## src/hw/esm_pkg.sv

```systemverilog
// constants and carriers of the extended serial mode control block
// assumes a 32-bit apb bus and byte addresses on paddr
package esm_pkg;
  localparam logic [7:0] ADDR_CTRL = 8'h00;
  localparam logic [7:0] ADDR_STAT = 8'h04;
  localparam logic [7:0] ADDR_PLO = 8'h08;
  localparam logic [7:0] ADDR_PHI = 8'h0C;
  localparam logic [7:0] ADDR_ISTAT = 8'h10;
  localparam logic [7:0] ADDR_IMASK = 8'h14;
  localparam int CTRL_ENA_BIT = 4;
  localparam int CTRL_RXSTOP_BIT = 3;
  localparam int CTRL_MANCH_BIT = 1;
  localparam int CTRL_ORDER_BIT = 0;
  localparam logic [7:0] CTRL_WMASK = 8'h1B;
  localparam logic [7:0] CTRL_RESET = 8'h00;
  localparam logic [15:0] PERIOD_RESET = 16'h0000;
  localparam logic [3:0] RXS_16OR17 = 4'hE;
  localparam logic [4:0] CHAR_BITS_STD = 5'h09;
  localparam logic [4:0] CHAR_BITS_EXT = 5'h11;
  localparam logic [1:0] STOP_ONE = 2'h1;
  localparam logic [1:0] STOP_TWO = 2'h2;
  localparam int IRQ_W = 3;
  localparam int IRQ_DONE = 0;
  localparam int IRQ_FEM = 1;
  localparam int IRQ_OVR = 2;

  typedef struct packed {
    logic done;
    logic manch_err;
    logic len17;
    logic [1:0] stop_vals;
    logic overrun;
    logic parity_err;
    logic frame_err;
    logic buffer_read;
  } esm_rx_s;

  typedef struct packed {
    logic ext_mode;
    logic manchester_active;
    logic mode_reserved;
    logic msb_first;
    logic [1:0] rx_stop_count;
    logic [1:0] tx_stop_count;
    logic [4:0] max_char_bits;
    logic overrun_err;
    logic parity_err;
    logic frame_err;
  } esm_cfg_s;
endpackage

```

## src/hw/esm_ctrl.sv

```systemverilog
// extended serial mode control: apb registers, mode decode, rx status
// assumes receiver events arrive as one-cycle pulses on mclk
//
// Behaviour
// - bit 4 selects extended mode, else standard
// - receiver stop count one or two
// - transmit stop count from standard select
// - bit 1 selects manchester coding
// - mode table: 9 or 17 bits, reserved combo
// - bit 0 selects msb first order
// - manchester framing error held until buffer read or the next manchester frame
// - length flag 16 versus 17 bits
// - stop bit values updated only in manchester
// - 16-bit bit period register, two bytes, reset zero
// - code 1110 accepts 16 or 17 bits
// - manchester reports only overrun and framing error
//
// Chosen here: the register offsets and the APB slave port.
`timescale 1ns/1ps
module esm_ctrl
  import esm_pkg::*;
#(
  parameter int PERIOD_W = 16
)
(
  input wire logic mclk,
  input wire logic rst,
  input wire logic psel,
  input wire logic penable,
  input wire logic pwrite,
  input wire logic [7:0] paddr,
  input wire logic [31:0] pwdata,
  output logic [31:0] prdata,
  output logic pready,
  output logic pslverr,
  input wire logic synchronous_select,
  input wire logic transmit_stop_count_select,
  input wire logic [3:0] rx_size_code,
  input esm_rx_s rx,
  output esm_cfg_s cfg,
  output logic [PERIOD_W-1:0] manchester_bit_period,
  output logic irq
);

  // elaboration check: the period register is fixed at 16 bits
  if (PERIOD_W != 16)
    $error("esm_ctrl: PERIOD_W must be 16");

  typedef struct packed {
    logic [7:0] ctrl;
    logic manchester_frame_error;
    logic len17;
    logic [1:0] stop_vals;
    logic [15:0] period;
    logic [IRQ_W-1:0] istat;
    logic [IRQ_W-1:0] imask;
    logic [31:0] rdata;
    logic rerr;
  } esm_state_s;

  esm_state_s s_r;
  esm_state_s s_nxt;
  logic wr_en;
  logic setup;
  logic [IRQ_W-1:0] ev;
  logic manch;

  function automatic logic addr_ok(input logic [7:0] a);
    addr_ok = (a == ADDR_CTRL) || (a == ADDR_STAT) || (a == ADDR_PLO) ||
              (a == ADDR_PHI) || (a == ADDR_ISTAT) || (a == ADDR_IMASK);
  endfunction

  function automatic logic [31:0] rd_val(input logic [7:0] a,
                                         input esm_state_s s);
    rd_val = 32'h0000_0000;
    if (a == ADDR_CTRL)
      rd_val = {24'h00_0000, s.ctrl};
    else if (a == ADDR_STAT)
      rd_val = {28'h000_0000, s.manchester_frame_error, s.len17, s.stop_vals};
    else if (a == ADDR_PLO)
      rd_val = {24'h00_0000, s.period[7:0]};
    else if (a == ADDR_PHI)
      rd_val = {24'h00_0000, s.period[15:8]};
    else if (a == ADDR_ISTAT)
      rd_val = {29'h0000_0000, s.istat};
    else if (a == ADDR_IMASK)
      rd_val = {29'h0000_0000, s.imask};
  endfunction

  assign pready = 1'b1;
  assign prdata = s_r.rdata;
  assign pslverr = s_r.rerr;
  assign wr_en = psel && penable && pwrite;
  assign setup = psel && !penable;

  assign cfg.ext_mode = s_r.ctrl[CTRL_ENA_BIT];
  assign cfg.mode_reserved = cfg.ext_mode && synchronous_select &&
                             s_r.ctrl[CTRL_MANCH_BIT];
  assign manch = cfg.ext_mode && s_r.ctrl[CTRL_MANCH_BIT] &&
                 !synchronous_select;
  assign cfg.manchester_active = manch;
  assign cfg.msb_first = cfg.ext_mode && s_r.ctrl[CTRL_ORDER_BIT];
  assign cfg.rx_stop_count = (cfg.ext_mode && s_r.ctrl[CTRL_RXSTOP_BIT]) ?
                             STOP_TWO : STOP_ONE;
  assign cfg.tx_stop_count = transmit_stop_count_select ? STOP_TWO :
                             STOP_ONE;
  assign cfg.max_char_bits = cfg.ext_mode ? CHAR_BITS_EXT : CHAR_BITS_STD;
  assign cfg.overrun_err = rx.overrun;
  assign cfg.parity_err = rx.parity_err && !manch;
  assign cfg.frame_err = rx.frame_err && !manch;
  assign manchester_bit_period = s_r.period;
  assign irq = |(s_r.istat & s_r.imask);

  always_comb
  begin
    s_nxt = s_r;
    ev = '0;
    ev[IRQ_DONE] = rx.done;
    ev[IRQ_FEM] = rx.done && manch && rx.manch_err;
    ev[IRQ_OVR] = rx.overrun;
    if (setup)
    begin
      s_nxt.rdata = rd_val(paddr, s_r);
      s_nxt.rerr = !addr_ok(paddr);
    end
    if (wr_en)
    begin
      if (paddr == ADDR_CTRL)
        s_nxt.ctrl = pwdata[7:0] & CTRL_WMASK;
      else if (paddr == ADDR_PLO)
        s_nxt.period[7:0] = pwdata[7:0];
      else if (paddr == ADDR_PHI)
        s_nxt.period[15:8] = pwdata[7:0];
      else if (paddr == ADDR_ISTAT)
        s_nxt.istat = s_r.istat & ~pwdata[IRQ_W-1:0];
      else if (paddr == ADDR_IMASK)
        s_nxt.imask = pwdata[IRQ_W-1:0];
    end
    // framing flag cleared by buffer read
    if (rx.buffer_read)
    begin
      s_nxt.manchester_frame_error = 1'b0;
      s_nxt.len17 = 1'b0;
    end
    if (rx.done && manch)
    begin
      s_nxt.manchester_frame_error = rx.manch_err;
      s_nxt.len17 = (rx_size_code == RXS_16OR17) && rx.len17;
      s_nxt.stop_vals = rx.stop_vals;
    end
    s_nxt.istat = s_nxt.istat | ev;
  end

  always_ff @(posedge mclk)
  begin
    if (rst)
    begin
      s_r.ctrl <= CTRL_RESET;
      s_r.manchester_frame_error <= 1'b0;
      s_r.len17 <= 1'b0;
      s_r.stop_vals <= 2'h0;
      s_r.period <= PERIOD_RESET;
      s_r.istat <= '0;
      s_r.imask <= '0;
      s_r.rdata <= 32'h0000_0000;
      s_r.rerr <= 1'b0;
    end
    else
      s_r <= s_nxt;
  end

  property p_std_len;
    @(posedge mclk) disable iff (rst)
    !s_r.ctrl[CTRL_ENA_BIT] |-> cfg.max_char_bits == CHAR_BITS_STD &&
      !cfg.manchester_active && !cfg.msb_first;
  endproperty
  a_std_len: assert property (p_std_len)
    else $error("standard mode shows extended behaviour");

  property p_rx_stop;
    @(posedge mclk) disable iff (rst)
    (wr_en && paddr == ADDR_CTRL) |=>
      cfg.rx_stop_count == (($past(pwdata[CTRL_RXSTOP_BIT]) &&
        $past(pwdata[CTRL_ENA_BIT])) ? STOP_TWO : STOP_ONE);
  endproperty
  a_rx_stop: assert property (p_rx_stop)
    else $error("receiver stop count wrong");

  property p_tx_stop;
    @(posedge mclk) disable iff (rst)
    cfg.tx_stop_count == (transmit_stop_count_select ? STOP_TWO : STOP_ONE);
  endproperty
  a_tx_stop: assert property (p_tx_stop)
    else $error("transmit stop count not from standard select");

  property p_manch;
    @(posedge mclk) disable iff (rst)
    (wr_en && paddr == ADDR_CTRL && pwdata[CTRL_ENA_BIT] &&
     pwdata[CTRL_MANCH_BIT]) ##1 !synchronous_select |->
      cfg.manchester_active && !cfg.mode_reserved;
  endproperty
  a_manch: assert property (p_manch)
    else $error("manchester not active after enable");

  property p_order;
    @(posedge mclk) disable iff (rst)
    (wr_en && paddr == ADDR_CTRL) |=>
      cfg.msb_first == ($past(pwdata[CTRL_ORDER_BIT]) &&
        $past(pwdata[CTRL_ENA_BIT]));
  endproperty
  a_order: assert property (p_order)
    else $error("bit order does not follow control write");

  property p_fem_set;
    @(posedge mclk) disable iff (rst)
    (rx.done && manch && rx.manch_err) |=> s_r.manchester_frame_error && s_r.istat[IRQ_FEM];
  endproperty
  a_fem_set: assert property (p_fem_set)
    else $error("manchester framing error not captured");

  property p_fem_clr;
    @(posedge mclk) disable iff (rst)
    (rx.buffer_read && !rx.done) |=> !s_r.manchester_frame_error && !s_r.len17;
  endproperty
  a_fem_clr: assert property (p_fem_clr)
    else $error("status not cleared by buffer read");

  property p_len;
    @(posedge mclk) disable iff (rst)
    (rx.done && manch && rx_size_code == RXS_16OR17) |=>
      s_r.len17 == $past(rx.len17);
  endproperty
  a_len: assert property (p_len)
    else $error("length flag does not match frame");

  property p_stop_hold;
    @(posedge mclk) disable iff (rst)
    !manch |=> $stable(s_r.stop_vals);
  endproperty
  a_stop_hold: assert property (p_stop_hold)
    else $error("stop values changed in level mode");

  property p_period;
    @(posedge mclk) disable iff (rst)
    (wr_en && paddr == ADDR_PHI) |=>
      manchester_bit_period[15:8] == $past(pwdata[7:0]) &&
      $stable(manchester_bit_period[7:0]);
  endproperty
  a_period: assert property (p_period)
    else $error("bit period high byte not written");

  property p_errs;
    @(posedge mclk) disable iff (rst)
    manch |-> !cfg.parity_err && !cfg.frame_err &&
      cfg.overrun_err == rx.overrun;
  endproperty
  a_errs: assert property (p_errs)
    else $error("level errors reported in manchester mode");

  property p_irq;
    @(posedge mclk) disable iff (rst)
    (rx.done && s_r.imask[IRQ_DONE] && !wr_en) |=> irq;
  endproperty
  a_irq: assert property (p_irq)
    else $error("unmasked event gave no interrupt");

  property p_ctrl_resv;
    @(posedge mclk) disable iff (rst)
    (wr_en && paddr == ADDR_CTRL) |=>
      (s_r.ctrl & ~CTRL_WMASK) == 8'h00;
  endproperty
  a_ctrl_resv: assert property (p_ctrl_resv)
    else $error("reserved control bits not zero");

  property p_stat_ro;
    @(posedge mclk) disable iff (rst)
    (wr_en && paddr == ADDR_STAT && !rx.done && !rx.buffer_read) |=>
      $stable({s_r.manchester_frame_error, s_r.len17, s_r.stop_vals});
  endproperty
  a_stat_ro: assert property (p_stat_ro)
    else $error("status changed by a software write");

  property p_len_code;
    @(posedge mclk) disable iff (rst)
    (rx.done && manch && rx_size_code != RXS_16OR17) |=> !s_r.len17;
  endproperty
  a_len_code: assert property (p_len_code)
    else $error("length flag set outside 16-or-17 code");

  property p_w1c;
    @(posedge mclk) disable iff (rst)
    (wr_en && paddr == ADDR_ISTAT && rx.done) |=>
      s_r.istat[IRQ_DONE];
  endproperty
  a_w1c: assert property (p_w1c)
    else $error("interrupt event lost to a clear");

  property p_period_lo;
    @(posedge mclk) disable iff (rst)
    (wr_en && paddr == ADDR_PLO) |=>
      manchester_bit_period[7:0] == $past(pwdata[7:0]) &&
      $stable(manchester_bit_period[15:8]);
  endproperty
  a_period_lo: assert property (p_period_lo)
    else $error("bit period low byte not written");

  property p_mode_resv;
    @(posedge mclk) disable iff (rst)
    cfg.mode_reserved |-> !cfg.manchester_active && cfg.ext_mode;
  endproperty
  a_mode_resv: assert property (p_mode_resv)
    else $error("reserved mode runs manchester");

  property p_err_resp;
    @(posedge mclk) disable iff (rst)
    (psel && penable && !addr_ok(paddr)) |->
      pslverr && prdata == 32'h0000_0000;
  endproperty
  a_err_resp: assert property (p_err_resp)
    else $error("unmapped access without error response");

  property p_stop_upd;
    @(posedge mclk) disable iff (rst)
    (rx.done && manch) |=>
      s_r.stop_vals == $past(rx.stop_vals);
  endproperty
  a_stop_upd: assert property (p_stop_upd)
    else $error("stop values not captured in manchester");

  c_manch_frame: cover property (@(posedge mclk) disable iff (rst)
    rx.done && manch);
  c_fem: cover property (@(posedge mclk) disable iff (rst)
    rx.done && manch && rx.manch_err ##[1:20] rx.buffer_read);
  c_irq: cover property (@(posedge mclk) disable iff (rst) $rose(irq));
  c_len17: cover property (@(posedge mclk) disable iff (rst)
    rx.done && manch && rx.len17 && rx_size_code == RXS_16OR17);
  c_period: cover property (@(posedge mclk) disable iff (rst)
    wr_en && paddr == ADDR_PLO);
endmodule

```

## config.mk

```make
export PLATFORM = sky130hd
export DESIGN_NAME = esm_ctrl
export DESIGN_NICKNAME = d
export VERILOG_FILES = /design/src/hw/esm_pkg.sv /design/src/hw/esm_ctrl.sv
export SDC_FILE = /design/constraint.sdc
export NUM_CORES = 1
export LEC_CHECK = 0
export BUFFER_PORTS_ARGS = -buffer_cell sky130_fd_sc_hd__clkbuf_2
export CAP_MARGIN = 10
export CORE_MARGIN = 2
export CORE_UTILIZATION = 30
export CTS_CLUSTER_SIZE = 14
export DETAILED_ROUTE_END_ITERATION = 6
export SYNTH_ARGS = -nofsm -noshare
export SYNTH_HDL_FRONTEND = slang
export SYNTH_SLANG_ARGS = --single-unit
```

## constraint.sdc

```tcl
create_clock -name mclk -period 5 [get_ports mclk]
set_clock_uncertainty 0.2 [all_clocks]
set_input_delay 0 -clock mclk [delete_from_list [all_inputs] [get_ports mclk]]
set_output_delay 0 -clock mclk [all_outputs]
set_load 0.02 [all_outputs]
```

; ---- Word level (Yosys, flattened, before mapping)
; Index checks and enable logic that the tools add are counted.
; Widths: inputs -> output; s select.
[word_totals]
register_bits = 63
latchBits = 0
ramBits = 0
romBits = 0
input_bits = 60
output_inout_bits = 67
elab_cells = 72
mem_count = 0
[op_classes]
add_sub_neg = 0
mul = 0
div_mod_pow = 0
magnitude_cmp = 0
n_eq_ne = 6
n_shift = 0
muxes = 18
bitwise = 8
reduce_logical = 30
[op_table]
columns = op, count
row1 = $mux 8, 4
row2 = $mux 6, 4
row3 = $eq 8x4->1 const B, 2
row4 = $eq 8x5->1 const B, 2
row5 = $mux 3, 5
row6 = $logic_and 1x1->1, 14
row7 = $eq 8x3->1 const B, 1
row8 = $logic_not 8->1, 1
row9 = $and 3x3->3, 2
row10 = $mux 2, 3
row11 = $reduce_and 6->1, 1
row12 = $logic_or 1x1->1, 5
row13 = $mux 5, 1
row14 = $eq 4x4->1 const B, 1
row15 = $logic_not 1->1, 4
row16 = $mux 4, 1
row17 = $not 1->1, 4
row18 = $reduce_and 4->1, 1
row19 = $not 3->3, 1
row20 = $or 3x3->3, 1
row21 = $reduce_and 3->1, 1
row22 = $reduce_or 3->1, 1
row23 = $reduce_and 2->1, 1
row24 = $reduce_bool 2->1, 1

; ---- Depth between registers and ports, before layout
[logic_depth]
ltp_word = 8
ltp_mapped = 6
ltp_nobuf = 4

; ---- Worst setup path before layout
; OpenSTA, ideal clock, no wires.
[synth_timing]
path_kind = input port to flip-flop
startpoint = input paddr[5]
endpoint = register s_r (netlist bit manchester_bit_period[14])
setup_time_ns = 0.128
arrival_ns = 1.487
required_time_ns = 4.672
path_slack_ns = 3.185
cell_stages = 6
path_buffers = 2
path_cell_list = or4_1 > buf_2 > or4_4 > buf_6 > mux2i_1 > nor2_1
[synth_via]
elab_chain_cells = 3
word_cells_on_any_way = 6
[synth_lines]
columns = item, line_no
row1 = start: declaration, esm_ctrl.sv:31  ; input wire logic [7:0] paddr,
row2 = $eq 8x4->1 / $logic_not 8->1 (equally long branches), "esm_ctrl.sv:130, esm_ctrl.sv:128"
row3 = $not 1->1 (no line), n/a
row4 = $reduce_and 4->1 (no line) *, n/a
row5 = end signal: assignment, esm_ctrl.sv:169  ; s_r <= s_nxt;
row6 = end: declaration, esm_ctrl.sv:61  ; esm_state_s s_r;
; Every way passes the cells marked *; elsewhere a longest branch is shown, timed or not.
; A chain may end at the register's enable or synchronous reset.

; ---- Final worst setup path
[layout_timing]
startpoint = register s_r (netlist bit cfg[15])
endpoint = register s_r[57] (netlist bit)
[layout_via]
elab_chain_cells = 4
word_cells_on_any_way = 5
[layout_lines]
columns = item, line_no
row1 = $logic_and 1x1->1 * (2 in a row), esm_ctrl.sv:99  ; assign manch = cfg.ext_mode && s_r.ctrl[CTRL_MANCH_BIT] &&
row2 = $logic_and 1x1->1 *, esm_ctrl.sv:145  ; if (rx.done && manch)
row3 = $mux 4 / $reduce_bool 2->1 (equally long branches), n/a
; Marks and branches as above.

==> summary.md <==
| Metric | Value |
|---|---|
| Die ar. | 8150 um^2 |
| Largest net degree at the start of global routing | 40 |
| Initial Util | 31.0% |
| Rows | 31 |
| Layout Area Growth over Synthesis | 23.9% |
| Flops & latches, synth | 39 |
| Wire per inst | 12.6 um |
| Sequential share of the synthesized area | 35.0% |
| Clock Pin Slew Worst Setup and Hold Paths | 0.08 ns |
| Worst slew pin tran | 0.825 ns |
| DP Wirelength | 3920 um |
| Worst skew pair latency | 0.29 ns |
| Post-synth EDFFs | 0 |
| Warnings, synthesis | 0 |
| TritonCTS Sinks | 39 |
| Max cap viols | 0 |
| Cell repeated most along the worst path | dlygate4sd3_1 |
| Mapped Area | 2230 um^2 |
| Hold Vio Cnt, Final | 0 |
| I/O pins | 127 |
| Setup crit start kind | flip-flop |
| CP max stage delay | 0.57 ns |
| Post-synth top area share | 35.0% |
| Residual DRC count | 0 |
| Maximum vdd drop | 0.000107 V |
| Gp weighted congestion | 0.793 |
| CTS H-tree depth | 2 |
| Critical path class | flip-flop to flip-flop |
| Die Span Y | 90.3 um |
| # resized after CTS | 0 |
| Crit-path max FO | 9 |
| First-pass GRT wire length | 9050 um |
| 1st-iter DRT viols | 96 |
| Via count | 1923 |
| Core Footprint | 7210 um^2 |
| Crit path buf inv count | 2 |
| RSZ-0062 raised after global routing | no |
| TNS Setup | 0 ns |
| Final setup fails | 0 |
| Fin nets | 390 |
| ANT nets after route | 0 |
| CP delay by family, top | buffers and inverters |
| Slew HR | 45.0% |
| Hold buffer count at CTS | 32 |
| Critical Path RT | 5.04 ns |
| First-pass DRT Iterations | 6 |
| Largest cells by area after synthesis | dfxtp_1, buf_4, mux2i_1 |
| Fillers | 765 |
| Clk root buf | clkbuf_8 |
| Pleak | 1.37 nW |
| PortBufs | 74 |
| Detailed Route WL | 5420 um |
| CTS Buffer Depth | 2 |
| GRT Overall Usage | 13.7% |
| Final Cycle Share | 58.6% |
| Initial antenna violation count | 0 |
| # diodes | 0 |
| Grt ovf | 0 |
| CTS tree | done |
| Largest area contributor in the netlist | dfxtp_1 |
| Slew Viols, Final | 0 |
| Fraction of registers with async set/reset | 0% |
| Final Util | 38.3% |
| Critical Path Sink Type | flip-flop |
| Post-CTS Setup Inserts | 0 |
| Overall power | 0.635 mW |
| Crit path DAT | 2.97 ns |
| Layout cell share with drive strength beyond 1 | 26.3% |
| HP Class | primary input to flip-flop |
| Via density | 4.47 |
| CTS Buf Count | 5 |
| Syn avg cell area | 8.62 um^2 |
| Min Clock Period, post-route | 2.93 ns |
| Cells after synthesis | 259 |
| Vias in the first global route | 1782 |
| Synth Flop Type | dfxtp_1 |
| Outcome | complete, no violations |
| Synth cell types | 33 |
| CP cell instances | and3b_1 -> nand2_1 -> or3_1 -> dlygate4sd3_1 -> a21oi_1 -> dlygate4sd3_1 |
| Die X | 90.3 um |
| Pwr Density | 230 nW/um^2 |
| Crit path max-delay cell type | dlygate4sd3_1 |
| FMAX | 0.341 GHz |
## cells in the final DEF (no fill, tap or decap), types with 2 or more instances in the layout
cell           instances
nor2b_1                3
dfxtp_1               39
a31oi_1                5
o22ai_1                3
or3_1                  2
nand2b_1               3
dlygate4sd3_1         32
nand2_1               10
or4_1                  2
a311oi_1               4
nand4_1                4
mux2i_1               32
nand3b_1               3
inv_1                  7
nor4_1                 3
nor2_1                33
nor3_1                 5
a22oi_1                3
mux2_2                 3
clkbuf_8               7
clkbuf_2              74
nand3_1                8
conb_1                28
a21oi_1                9
## stage by stage
stage	hold slack (ns)	std cells	cell area (um^2)	worst slack, ns
4_1_cts	0.0111	430	2770	2.09
2_1_floorplan	-0.123	285	2330	3.18
3_5_place_dp	0.0347	390	2340	2.80
3_3_place_gp	0.0318	390	2340	2.79
6_report	0.0292	430	2770	2.07
5_1_grt	0.0397	430	2770	1.88
## synthesized netlist by cell type, types with 4 or more instances
| cell type | n |
|---|---|
| nand3_1 | 8 |
| buf_4 | 58 |
| nand2_1 | 10 |
| a31oi_1 | 5 |
| mux2i_1 | 32 |
| a21oi_1 | 9 |
| nand4_1 | 4 |
| nor3_1 | 5 |
| clkbuf_1 | 7 |
| a311oi_1 | 4 |
| inv_1 | 7 |
| dfxtp_1 | 39 |
| nor2_1 | 33 |
## power by group
part	leakage (nW)	switching, mW	internal (mW)
registers	0.315	0.00126	0.312
clock network	0.0505	0.112	0.126
logic	1.00	0.0527	0.0312
total	1.37	0.166	0.469
## cells by family after synthesis
group,Yosys count,share of synthesized area (%)
simple gates,82,18.4
buf+inv,75,22.8
flops,39,35.0
mux,35,15.9
compound gates,26,7.62
other cells,2,0.336
## flip-flops by register name, indices dropped and copies added, names as in the netlist
name / count
s_r: 13
cfg: 1
manchester_bit_period: 16
prdata: 8
pslverr: 1
## area by class of cell
| cell class | instances | area [um^2] | area share [%] |
|---|---|---|---|
| multi-input cells | 171 | 1040 | 37.6 |
| clock inverters | 1 | 7.51 | 0.271 |
| clock buffers | 7 | 96.3 | 3.48 |
| flip-flops and latches | 39 | 781 | 28.2 |
| inverters | 7 | 26.3 | 0.950 |
| repair buffers | 106 | 691 | 25.0 |
| well taps | 99 | 124 | 4.48 |
## path summary, 6_finish.rpt
kind / cells after the start / to / from / slack, ns
worst min-delay path: 4 / prdata[4] / psel / 0.03
worst max-delay path: 6 / s_r[57] / cfg[15] / 2.07
worst min register to register: 2 / prdata[5] / prdata[5] / 0.26
worst max register to register: 6 / s_r[57] / cfg[15] / 2.07
## metal layers
layer / vias to the layer above / global-route usage (%) / part of all wire [%]
met5: - / 0 / 0
met3: 2 / 3.76 / 5.6
met1: 907 / 18.5 / 47
met2: 63 / 21.9 / 47
met4: 0 / 2.82 / 0.26
li1: 951 / - / -
## worst register-to-register path, cell delays in order, from the launching register on
cell	delay, ns
dfxtp_1	0.52
and3b_1	0.38
nand2_1	0.18
or3_1	0.36
dlygate4sd3_1	0.56
a21oi_1	0.12
dlygate4sd3_1	0.57
Note: power is estimated with default switching activity, not from simulation.
